**config.mk**
```make
export PLATFORM = sky130hd
export DESIGN_NAME = flash_bus_host
export DESIGN_NICKNAME = d
export VERILOG_FILES = /design/src/flash_host_pkg.sv /design/src/flash_tmr_if.sv /design/src/flash_phase_timer.sv /design/src/flash_bus_host.sv
export VERILOG_INCLUDE_DIRS = /design/src
export SDC_FILE = /design/constraint.sdc
export NUM_CORES = 1
export LEC_CHECK = 0
export BUFFER_PORTS_ARGS = -buffer_cell sky130_fd_sc_hd__buf_2
export CAP_MARGIN = 5
export CELL_PAD_IN_SITES_DETAIL_PLACEMENT = 0
export CELL_PAD_IN_SITES_GLOBAL_PLACEMENT = 1
export CORE_MARGIN = 2
export CORE_UTILIZATION = 40
export DETAILED_ROUTE_END_ITERATION = 8
export PLACE_DENSITY = 0.82
export SLEW_MARGIN = 20
export SYNTH_ARGS = -nofsm -noshare
export SYNTH_HDL_FRONTEND = slang
export SYNTH_SLANG_ARGS = --single-unit
```
**constraint.sdc**
```tcl
create_clock -name i_clk -period 4.2 [get_ports i_clk]
set_clock_uncertainty 0.1 [all_clocks]
set_input_delay 0 -clock i_clk [delete_from_list [all_inputs] [get_ports i_clk]]
set_output_delay 0 -clock i_clk [all_outputs]
set_load 0.01 [all_outputs]
```
**src/flash_host_defs.svh**
```systemverilog
// timing counts and pin field positions for the flash bus host
//
// Functional notes
// - read needs chip select and output gate low, write strobe and reset high.
// - host writes with write strobe and chip select low, output gate high.
// - leaving standby, host allows the full chip-enable access time.
// - host flags a program or erase cut short by reset, for the user to reissue.
// - idle reset completes quickly; host waits recovery time before reading.
`ifndef FLASH_HOST_DEFS_SVH
`define FLASH_HOST_DEFS_SVH

`define CLK_NS 8
`define TMR_W 12

// electrical times in ns, plain defaults
`define T_ACC_NS 150
`define T_WSETUP_NS 20
`define T_WPULSE_NS 50
`define T_WHOLD_NS 20
`define T_RP_NS 500
`define T_RH_NS 50
`define T_READY_NS 20000

// pin input synchroniser latency, in cycles
`define SYNC_CYC 2

// least times round up to whole cycles
`define CYC_ACC ((`T_ACC_NS + `CLK_NS - 1) / `CLK_NS)
`define CYC_WSETUP ((`T_WSETUP_NS + `CLK_NS - 1) / `CLK_NS)
`define CYC_WPULSE ((`T_WPULSE_NS + `CLK_NS - 1) / `CLK_NS)
`define CYC_WHOLD ((`T_WHOLD_NS + `CLK_NS - 1) / `CLK_NS)
`define CYC_RP ((`T_RP_NS + `CLK_NS - 1) / `CLK_NS)
`define CYC_RH ((`T_RH_NS + `CLK_NS - 1) / `CLK_NS)
`define CYC_READY ((`T_READY_NS + `CLK_NS - 1) / `CLK_NS)

// pin field positions
`define TOP_DQ_BIT 15
`define SECT_HI 17
`define SECT_LO 12

`endif

```
**src/flash_host_pkg.sv**
```systemverilog
// types shared by the flash bus host modules
package flash_host_pkg;

    typedef enum logic [1:0] {
        OP_READ = 2'h0,
        OP_WRITE = 2'h1,
        OP_RESET = 2'h2,
        OP_NONE = 2'h3
    } op_type;

    typedef enum logic [3:0] {
        ST_BOOT = 4'h0,
        ST_IDLE = 4'h1,
        ST_RD = 4'h2,
        ST_WR_SET = 4'h3,
        ST_WR_PULSE = 4'h4,
        ST_WR_HOLD = 4'h5,
        ST_RST_LOW = 4'h6,
        ST_RST_WAIT = 4'h7,
        ST_RST_REC = 4'h8
    } state_type;

endpackage

```
**src/flash_tmr_if.sv**
```systemverilog
// phase timer hookup between the sequencer and its down counter
`timescale 1ns/1ps
`include "flash_host_defs.svh"
interface flash_tmr_if;
    logic load;
    logic [`TMR_W-1:0] cycles;
    logic expired;

    modport ctrl (output load, output cycles, input expired);
    modport tmr (input load, input cycles, output expired);
endinterface

```
**src/flash_phase_timer.sv**
```systemverilog
// down counter that times each bus phase
`timescale 1ns/1ps
`include "flash_host_defs.svh"
module flash_phase_timer (
    // clock and reset
    input wire logic i_clk,
    input wire logic i_resetn,
    // sequencer side
    flash_tmr_if.tmr tmr
);
    logic [`TMR_W-1:0] count_ff;
    logic [`TMR_W-1:0] nxt_count;

    // reload on phase change, else count down and stop at zero
    assign nxt_count = tmr.load ? tmr.cycles :
                       (count_ff != '0) ? count_ff - `TMR_W'(1) : count_ff;
    // expiry looks at the count only; gating it with load would close a
    // zero-delay loop through the sequencer's next-state logic
    assign tmr.expired = (count_ff == '0);

    always_ff @(posedge i_clk or negedge i_resetn) begin
        if (!i_resetn) begin
            count_ff <= '0;
        end else begin
            count_ff <= nxt_count;
        end
    end
endmodule

```
**src/flash_bus_host.sv**
```systemverilog
// host-side sequencer driving the parallel flash pins
`timescale 1ns/1ps
`include "flash_host_defs.svh"
module flash_bus_host
    import flash_host_pkg::*;
#(
    parameter int TMR_W = `TMR_W
) (
    // clock and reset
    input wire logic i_clk,
    input wire logic i_resetn,
    // user request
    input wire logic i_req,
    input wire op_type i_op,
    input wire logic [18:0] i_addr,
    input wire logic [15:0] i_wdata,
    input wire logic i_byte_mode,
    // user answer
    output logic o_ready,
    output logic o_rvalid,
    output logic [15:0] o_rdata,
    output logic o_done,
    output logic o_abort_seen,
    output logic o_dev_busy,
    output logic [3:0] o_sector,
    // flash pins
    output logic o_ce_n,
    output logic o_oe_n,
    output logic o_we_n,
    output logic o_flash_reset_n,
    output logic o_byte_n,
    output logic [17:0] o_addr,
    input wire logic [15:0] i_dq,
    output logic [15:0] o_dq,
    output logic [15:0] o_dq_oe,
    input wire logic i_rdy_bsy
);
    // counts that do not fit the timer cannot be served
    if (`CYC_READY >= (1 << TMR_W) || TMR_W != `TMR_W) begin : g_chk
        $error("phase timer too narrow for the timing counts");
    end

    state_type state_ff, nxt_state;
    logic [18:0] addr_ff;
    logic [15:0] wdata_ff, rdata_ff, dq_s1_ff, dq_s2_ff;
    logic byte_ff, rb_s1_ff, rb_s2_ff, abort_ff, nxt_abort;
    logic ce_n_ff, oe_n_ff, we_n_ff, rst_n_ff, rvalid_ff, done_ff;
    logic [15:0] dq_oe_ff, dq_ff;
    logic [3:0] sector_ff;
    logic take, dev_ready;
    logic [TMR_W-1:0] nxt_cycles;

    flash_tmr_if tmr_bus();

    flash_phase_timer u_timer (
        .i_clk(i_clk),
        .i_resetn(i_resetn),
        .tmr(tmr_bus.tmr)
    );

    // top-boot sector index from address bits 17..12
    function automatic logic [3:0] sector_of(input logic [5:0] a);
        logic [3:0] s;
        s = 4'hA;
        if (a[5:3] != 3'h7) begin
            s = {1'b0, a[5:3]};
        end else if (!a[2]) begin
            s = 4'h7;
        end else if (!a[1]) begin
            s = a[0] ? 4'h9 : 4'h8;
        end
        return s;
    endfunction

    // pin inputs pass two flops; the first is read by the second only
    always_ff @(posedge i_clk or negedge i_resetn) begin
        if (!i_resetn) begin
            dq_s1_ff <= 16'h0000;
            dq_s2_ff <= 16'h0000;
            rb_s1_ff <= 1'b1;
            rb_s2_ff <= 1'b1;
        end else begin
            dq_s1_ff <= i_dq;
            dq_s2_ff <= dq_s1_ff;
            rb_s1_ff <= i_rdy_bsy;
            rb_s2_ff <= rb_s1_ff;
        end
    end

    assign dev_ready = rb_s2_ff;
    assign take = (state_ff == ST_IDLE) && i_req && (i_op != OP_NONE);

    // next phase; every idle gap deselects, so each read pays full t_CE
    always_comb begin
        nxt_state = state_ff;
        case (state_ff)
            ST_BOOT: nxt_state = ST_RST_LOW;
            ST_IDLE: begin
                if (take) begin
                    case (i_op)
                        OP_READ: nxt_state = ST_RD;
                        OP_WRITE: nxt_state = ST_WR_SET;
                        default: nxt_state = ST_RST_LOW;
                    endcase
                end
            end
            ST_RD: if (tmr_bus.expired) nxt_state = ST_IDLE;
            ST_WR_SET: if (tmr_bus.expired) nxt_state = ST_WR_PULSE;
            ST_WR_PULSE: if (tmr_bus.expired) nxt_state = ST_WR_HOLD;
            ST_WR_HOLD: if (tmr_bus.expired) nxt_state = ST_IDLE;
            ST_RST_LOW: if (tmr_bus.expired) nxt_state = ST_RST_WAIT;
            // leave once the busy pin reads ready, or when the ready timeout count runs out
            ST_RST_WAIT: if (dev_ready || tmr_bus.expired) nxt_state = ST_RST_REC;
            ST_RST_REC: if (tmr_bus.expired) nxt_state = ST_IDLE;
            default: nxt_state = ST_BOOT;
        endcase
    end

    // full access time per read
    // phase lengths; read adds the synchroniser delay on top of t_CE
    always_comb begin
        case (nxt_state)
            ST_RD: nxt_cycles = TMR_W'(`CYC_ACC + `SYNC_CYC);
            ST_WR_SET: nxt_cycles = TMR_W'(`CYC_WSETUP);
            ST_WR_PULSE: nxt_cycles = TMR_W'(`CYC_WPULSE);
            ST_WR_HOLD: nxt_cycles = TMR_W'(`CYC_WHOLD);
            ST_RST_LOW: nxt_cycles = TMR_W'(`CYC_RP);
            ST_RST_WAIT: nxt_cycles = TMR_W'(`CYC_READY);
            ST_RST_REC: nxt_cycles = TMR_W'(`CYC_RH);
            default: nxt_cycles = '0;
        endcase
    end

    assign tmr_bus.load = (nxt_state != state_ff);
    assign tmr_bus.cycles = nxt_cycles;

    // remember a reset that landed on a running program or erase;
    // a reset request is itself a take, so the set test must come first
    assign nxt_abort = (nxt_state == ST_RST_LOW && state_ff != ST_RST_LOW) ? !dev_ready :
                       take ? 1'b0 : abort_ff;

    // request capture and sequencer state
    always_ff @(posedge i_clk or negedge i_resetn) begin
        if (!i_resetn) begin
            state_ff <= ST_BOOT;
            addr_ff <= 19'h00000;
            wdata_ff <= 16'h0000;
            byte_ff <= 1'b0;
            abort_ff <= 1'b0;
        end else begin
            state_ff <= nxt_state;
            abort_ff <= nxt_abort;
            if (take) begin
                addr_ff <= i_addr;
                wdata_ff <= i_wdata;
                byte_ff <= i_byte_mode;
            end
        end
    end

    // read and write pin levels, output gate kept high except in a read
    // pin levels decoded from the coming phase so pins leave flops
    wire rd_phase = (nxt_state == ST_RD);
    wire wr_phase = (nxt_state == ST_WR_SET) || (nxt_state == ST_WR_PULSE)
                    || (nxt_state == ST_WR_HOLD);
    wire nxt_ce_n = !(rd_phase || wr_phase);
    wire nxt_oe_n = !rd_phase;
    wire nxt_we_n = (nxt_state != ST_WR_PULSE);
    wire nxt_rst_n = (nxt_state != ST_RST_LOW) && (nxt_state != ST_BOOT);
    wire nxt_byte = take ? i_byte_mode : byte_ff;
    wire [18:0] nxt_addr = take ? i_addr : addr_ff;
    wire [15:0] nxt_wdata = take ? i_wdata : wdata_ff;
    // byte mode drives the top pin as lowest address bit
    wire [15:0] lane_oe = nxt_byte ? 16'h00FF : 16'hFFFF;
    wire [15:0] nxt_dq_oe = (wr_phase ? lane_oe : 16'h0000)
                            | (nxt_byte ? 16'h8000 : 16'h0000);
    wire [15:0] nxt_dq = nxt_byte ? {nxt_addr[0], 7'h00, nxt_wdata[7:0]} : nxt_wdata;
    // word address sits above the byte lane select
    wire [17:0] nxt_pin_addr = nxt_addr[18:1];

    // pin and answer flops
    always_ff @(posedge i_clk or negedge i_resetn) begin
        if (!i_resetn) begin
            ce_n_ff <= 1'b1;
            oe_n_ff <= 1'b1;
            we_n_ff <= 1'b1;
            rst_n_ff <= 1'b0;
            dq_oe_ff <= 16'h0000;
            dq_ff <= 16'h0000;
            sector_ff <= 4'h0;
            rdata_ff <= 16'h0000;
            rvalid_ff <= 1'b0;
            done_ff <= 1'b0;
        end else begin
            ce_n_ff <= nxt_ce_n;
            oe_n_ff <= nxt_oe_n;
            we_n_ff <= nxt_we_n;
            rst_n_ff <= nxt_rst_n;
            dq_oe_ff <= nxt_dq_oe;
            dq_ff <= nxt_dq;
            sector_ff <= sector_of(nxt_pin_addr[`SECT_HI:`SECT_LO]);
            rvalid_ff <= (state_ff == ST_RD) && tmr_bus.expired;
            done_ff <= tmr_bus.expired
                       && (state_ff == ST_WR_HOLD || state_ff == ST_RST_REC);
            if ((state_ff == ST_RD) && tmr_bus.expired) begin
                rdata_ff <= byte_ff ? {8'h00, dq_s2_ff[7:0]} : dq_s2_ff;
            end
        end
    end

    // address pins held in their own flop bank
    logic [17:0] pin_addr_ff;
    logic pin_byte_n_ff;
    always_ff @(posedge i_clk or negedge i_resetn) begin
        if (!i_resetn) begin
            pin_addr_ff <= 18'h00000;
            pin_byte_n_ff <= 1'b1;
        end else begin
            pin_addr_ff <= nxt_pin_addr;
            pin_byte_n_ff <= !nxt_byte;
        end
    end

    assign o_ready = (state_ff == ST_IDLE);
    assign o_rvalid = rvalid_ff;
    assign o_rdata = rdata_ff;
    assign o_done = done_ff;
    // flags a reset that cut an operation short
    assign o_abort_seen = abort_ff;
    assign o_dev_busy = !dev_ready;
    assign o_sector = sector_ff;
    assign o_ce_n = ce_n_ff;
    assign o_oe_n = oe_n_ff;
    assign o_we_n = we_n_ff;
    assign o_flash_reset_n = rst_n_ff;
    assign o_byte_n = pin_byte_n_ff;
    assign o_addr = pin_addr_ff;
    assign o_dq = dq_ff;
    assign o_dq_oe = dq_oe_ff;

    // cycles since chip select fell, for the access-time check
    logic [TMR_W-1:0] acc_cnt_ff;
    always_ff @(posedge i_clk or negedge i_resetn) begin
        if (!i_resetn) begin
            acc_cnt_ff <= '0;
        end else if (o_ce_n) begin
            acc_cnt_ff <= '0;
        end else if (acc_cnt_ff != '1) begin
            acc_cnt_ff <= acc_cnt_ff + TMR_W'(1);
        end
    end
endmodule

```
After elaboration in Yosys (flattened, before gate mapping)
Cells that the tools add are included. W data, S select, Z words.

Reduce and logical (&&, ||, !) cells: 25. Mux-type cells: 25. Eq/ne operators: 22. Bitwise operators: 1. $add $sub $neg: 1.

Operators by type and width (number): $mux W16 (6); $pmux W12 S5 (1); $eq A4 B3 Y1 const B (8); $mux W4 (8); $pmux W4 S7 (1); $mux W12 (2); $mux W19 (1); $eq A4 B2 Y1 const B (4); $or A16 B16 Y16 (1); $logic_not A12 Y1 (1); $ne A4 B3 Y1 const B (3); $reduce_bool A12 Y1 (1); $sub A12 B1 Y12 const B (1); $eq A4 B4 Y1 const B (2); $logic_and A1 B1 Y1 (6); $pmux W3 S2 (1); $logic_or A1 B1 Y1 (5); $eq A4 B1 Y1 const B (1); $logic_not A1 Y1 (4); $logic_not A4 Y1 (1); $mux W1 (4); $ne A4 B4 Y1 (1); $reduce_bool A2 Y1 (2); $reduce_bool A4 Y1 (1); other kinds (7) (8).

Logic and storage cells: 96. Register bits after elaboration: 164. Bits of input ports: 58. Output and inout bits: 80.

Longest topological paths before layout
Depth after elaboration: 10. Mapped depth: 10. Mapped depth without buffers: 9.

Hierarchy
Synthesis repeated with hierarchy kept, for this count alone.

Cells, all modules: 510. Area total of the unflattened synthesis: 5295.1 sq um.

Modules (own cells, without submodules): flash_bus_host (instances 1, seq. area each 2835.2 sq um, cells an instance 433, area each 4546.9 sq um); flash_phase_timer (instances 1, seq. area each 300.3 sq um, cells an instance 77, area each 748.2 sq um).

Worst setup path after synthesis
No wires, ideal clock.

Kind: reg2reg. Start: reg u_timer.count_ff[5]. End: reg dq_oe_ff[15], in the netlist o_dq_oe[15]. Period minus slack after synthesis: 2.334 ns. Data required time: 3.970 ns. Data arrival time: 2.105 ns. Path slack: 1.866 ns. Path buffers: 1. Cell stages (with the launch flop): 8. Setup time: 0.130 ns. Path through: dfrtp_1 or4_4 nand4b_4 buf_6 mux2_4 nand2_2 mux2i_1 nand2_1.

Longest elaborated chain between the ends: 9. Elaborated cells between the ends (all ways): 15. Classes of those cells: eq/ne: 3; mux: 7; bitwise: 1; reduce/logical: 4.

RTL lines: start, declared (line flash_phase_timer.sv:11) `` logic [`TMR_W-1:0] count_ff; ``; start signal, assigned (line flash_phase_timer.sv:25) `count_ff <= nxt_count;`; $logic_not A12 Y1 * (line flash_phase_timer.sv:19) `assign tmr.expired = (count_ff == '0);`; $logic_or A1 B1 Y1 (line flash_bus_host.sv:113) `ST_RST_WAIT: if (dev_ready || tmr_bus.expired) nxt_state = ST_RST_REC;`; $mux W4 (line flash_bus_host.sv:113); $pmux W4 S7 * (line flash_bus_host.sv:96) `case (state_ff)`; via nxt_state[2] (line flash_bus_host.sv:43) `state_type state_ff, nxt_state;`; $eq A4 B2 Y1 or $eq A4 B3 Y1 (tied branches) (line flash_bus_host.sv:164) `wire wr_phase = (nxt_state == ST_WR_SET) || (nxt_state == ST_WR_PULSE)`; $logic_or A1 B1 Y1 (line flash_bus_host.sv:164); $logic_or A1 B1 Y1 * (line flash_bus_host.sv:165) `|| (nxt_state == ST_WR_HOLD);`; $mux W16 * (line flash_bus_host.sv:175) `wire [15:0] nxt_dq_oe = (wr_phase ? lane_oe : 16'h0000)`; $or A16 B16 Y16 * (line flash_bus_host.sv:176) `| (nxt_byte ? 16'h8000 : 16'h0000);`; via nxt_dq_oe[15] (line flash_bus_host.sv:175); end signal, assigned (line flash_bus_host.sv:199) `dq_oe_ff <= nxt_dq_oe;`; end, declared (line flash_bus_host.sv:48) `logic [15:0] dq_oe_ff, dq_ff;`.

Mark *: on every way through the listed nets, which the timed path passes. The rest lies on a longest branch. A chain may end at the register's enable or synchronous reset.

Final worst setup path
Start: reg u_timer.count_ff[5]. End: reg rdata_ff[6], in the netlist o_rdata[6].

Longest elaborated chain between the ends: 2.

RTL lines: $logic_not A12 Y1 (line flash_phase_timer.sv:19); $logic_and A1 B1 Y1 (line flash_bus_host.sv:205) `if ((state_ff == ST_RD) && tmr_bus.expired) begin`; end signal, assigned (line flash_bus_host.sv:206) `rdata_ff <= byte_ff ? {8'h00, dq_s2_ff[7:0]} : dq_s2_ff;`; end, declared (line flash_bus_host.sv:45) `logic [15:0] wdata_ff, rdata_ff, dq_s1_ff, dq_s2_ff;`.

Every way passes these cells.

==> summary.txt <==
Clock network
  – Worst-Skew Late Latency: 0.41 ns
  – Clk sink count: 125
  – CTS resizes: 0
  – CTS clk-pin slew, worst paths: 0.05 ns
  – Root Buffer: clkbuf_16
  – TritonCTS Buffers: 17
  – CTS tree: built
  – Maximum clock insertion buffer count: 2
  – H-tree level count: 4

Logic synthesis
  – Post-Syn Instances: ~410
  – Count of cell types in the netlist: 53
  – Synth top area share: 58.68%
  – Post-Synthesis Cell Area: 0.005075 mm²
  – Post-Syn Nets: 468
  – Async S/R FF share, synth: 100.0%
  – Syn Area/Cell: between 10 and 15 µm²
  – Synth warn: 0
  – Seq/Total Area, Yosys: 61.79%
  – Ys flop type: dfrtp_1
  – Area leader, netlist: dfrtp_1
  – Ranking of synthesized cells by area: dfrtp_1, mux2_2, buf_4
  – Flops & latches, synth: 125
  – Number of synthesized flops with an enable pin: 0

Critical path
  – Critical Path AT: about 3.2 ns
  – CP Launch Type: flip-flop
  – Worst-path maximum fanout: 25
  – Crit path kind: flip-flop to flip-flop
  – Crit end category: flip-flop
  – WP data required: around 4.4 ns

Hold path
  – Min-Delay Path Class: primary input to async pin

Route
  – Drt wl/cell: 14.65 µm
  – Final wirelength: 11010 µm
  – Via density: ~4.7
  – Residual DRC: 0
  – Drt pass-1 iters: 6
  – DR vias: 3493
  – Final ANT Viol Nets: 0
  – DRT iter0 DRCs: 180

Pwr
  – Switching share of power: between 30 and 40%
  – Pint: 0.002706 W
  – Leakage power: 3.330 nW
  – Maximum VDD drop: 0.3138 mV
  – Net switching power: 0.001199 W
  – Power Dens Cells: just under 600 mW/mm²
  – Combinational power share: 25.7%
  – Sequential cell fraction of total power: 41.0%
  – Total power: 0.003905 W
  – Clock power frac: 33.3%

STA
  – Relative slew margins: 38.80%
  – Final setup margin: roughly 1.3 ns
  – Period utilization: between 60 and 70%
  – Fmax achieved: 343.4 MHz
  – Post-route setup TNS: 0 ns
  – Unrepaired setup endpoints after global routing: no
  – Final number of max-transition violations: 0
  – Final Hold Violating Endpoints: 0
  – Fin crit period: 2.912 ns
  – Slew @ Worst Pin: 0.8925 ns
  – Hold WS: 0.05980 ns
  – Final setup viols: 0

Global routing
  – Met2 usage: 26.59%
  – Number of global-route vias before repair: 3436
  – First-pass GRT wire length: 16940 µm
  – GRT overflow: 0
  – Pin count of the biggest net entering global routing: 49
  – Initial antenna violation count: 0
  – Busiest grt layer: met2
  – Met1 Use GR: 20.65%
  – GRT Util Overall: 16.51%
  – M3 GR Usage: under 10%

Outcome
  – Status: finished, final reports clean

Place
  – Placed Instances: between 600 and 700
  – Placement Setup Slack: ~1.3 ns
  – GP Congestion: between 0.8 and 0.9
  – I/O Buffers: 137
  – Hpwl dp: 7024 µm

Floorplan
  – Die footprint: 0.01360 mm²
  – Initial Util: 40.54%
  – # rows: 41
  – Core Area: between 0.01 and 0.015 mm²
  – Die width: 116.6 µm
  – Die height: 116.6 µm
  – I/O pin total: approximately 140

Layout
  – Syn-to-layout area delta: 31.88%
  – Non-Filler Instances: approximately 750
  – Fin nets: 625
  – Share of layout cells above drive strength 1: 38.24%

Flow run
  – MaxCap Viol Count: 0
-- per-stage QoR --
step           utilization (%)  instance area [µm²]
4_1_cts                  53.45                 6690
3_3_place_gp             44.93                 5624
3_5_place_dp             44.93                 5624
6_report                 53.47                 6693
5_1_grt                  53.45                 6690
2_1_floorplan                -                 5075
-- logic make-up (layout without fill, tap and decap cells) --
group / count (synthesis) / count (layout) / synth area share (%)
buffers and inverters: 66 / 236 / 8.185
other: 0 / 1 / 0
multiplexers: 41 / 41 / 9.048
flip-flops: 125 / 125 / 61.79
adder cells (fa/ha/maj): 2 / 2 / 0.4930
AND/OR/NAND/NOR: 112 / 112 / 11.22
AO/OA/AOI/OAI: 52 / 52 / 7.545
XOR/XNOR: 10 / 10 / 1.726
-- power groups by stage --
stage | clock network [W] | registers (W) | logic, W
floorplan | 0 | 0.00160 | 0.000779
global placement | 0 | 0.00161 | 0.000950
detailed placement | 0 | 0.00162 | 0.000958
CTS | 0.00133 | 0.00160 | 0.00100
global route | 0.00139 | 0.00163 | 0.00111
finish | 0.00130 | 0.00160 | 0.00100
-- flip-flops by register name (all words and copies together) (netlist names), 3 cells and up --
name	count
o_sector	4
u_timer.count_ff	12
o_addr	17
o_dq_oe	3
o_rdata	16
wdata_ff	8
dq_s1_ff	16
o_dq	16
dq_s2_ff	16
state_ff	4
-- metal layers --
layer	up-vias	wire length, µm
li1	1654	-
met2	111	5476
met3	21	584
met4	0	235
met1	1707	4708
met5	-	0
-- worst max-delay path, cell delays in order (launching register included) --
cell and delay, ns:
dfrtp_1 0.43, or4_4 0.59, nand4b_4 0.34, or4_1 0.93, clkinv_1 0.30, nand2_1 0.08, nand2_1 0.07
-- Yosys cell counts, types with 6 or more instances --
master / number
a21oi_1: 10
and2_1: 8
buf_2: 10
buf_4: 39
dfrtp_1: 119
dfstp_2: 6
inv_1: 9
mux2_2: 35
nand2_1: 48
nand2b_1: 11
nor2_1: 11
nor3_1: 8
o21ai_0: 15
xnor2_1: 7
-- final cells by class --
| cell class | instances | area, µm² |
|---|---|---|
| sequential | 125 | 3136 |
| tap | 172 | 215.2 |
| clock inverter | 8 | 73.82 |
| antenna | 1 | 2.502 |
| inverter | 10 | 37.54 |
| timing repair buffer | 194 | 1251 |
| fill | 1101 | 5824 |
| multi-input combinational | 217 | 1525 |
| clock buffer | 24 | 451.7 |
-- final timing paths --
path | start | to | slack [ns] | cells past startpoint
min reg2reg | dq_s1_ff[12]$_DFF_PN0_ | dq_s2_ff[12]$_DFF_PN0_ | 0.25 | 0
max in group asynchronous | i_resetn | o_oe_n$_DFF_PN1_ | 2.99 | 3
min | i_resetn | o_abort_seen$_DFFE_PN0P_ | 0.06 | 2
min in group i_clk | i_op[1] | u_timer.count_ff[3]$_DFFE_PN0P_ | 0.09 | 4
max | u_timer.count_ff[5]$_DFFE_PN0P_ | o_rdata[6]$_DFFE_PN0P_ | 1.29 | 6
max reg2reg | u_timer.count_ff[5]$_DFFE_PN0P_ | o_rdata[6]$_DFFE_PN0P_ | 1.29 | 6
-- cell usage in the layout (no fill, tap or decap), types with 2 or more instances in the layout --
| cell type | instances |
|---|---|
| a21boi_0 | 4 |
| a21o_1 | 2 |
| a21oi_1 | 10 |
| a22oi_1 | 4 |
| and2_1 | 8 |
| buf_2 | 136 |
| buf_4 | 4 |
| clkbuf_1 | 7 |
| clkbuf_16 | 17 |
| clkinv_2 | 4 |
| clkinvlp_4 | 2 |
| dfrtp_1 | 119 |
| dfstp_2 | 6 |
| dlygate4sd3_1 | 54 |
| ha_1 | 2 |
| inv_1 | 9 |
| mux2_2 | 35 |
| mux2i_1 | 5 |
| nand2_1 | 48 |
| nand2b_1 | 11 |
| nand3_1 | 5 |
| nand4_1 | 2 |
| nor2_1 | 11 |
| nor2b_1 | 4 |
| nor3_1 | 8 |
| nor4_1 | 2 |
| o21ai_0 | 15 |
| o22ai_1 | 4 |
| or2_2 | 2 |
| or3_1 | 2 |
| xnor2_1 | 7 |
| xor2_1 | 3 |
-- repair_timing --
item                                   CTS  global route
setup endpoints to repair                0             0
setup buffers                            0             0
endpoints found under the hold margin  111             0
hold buffers                            54             0
Note: power is estimated with default switching activity, not from simulation.
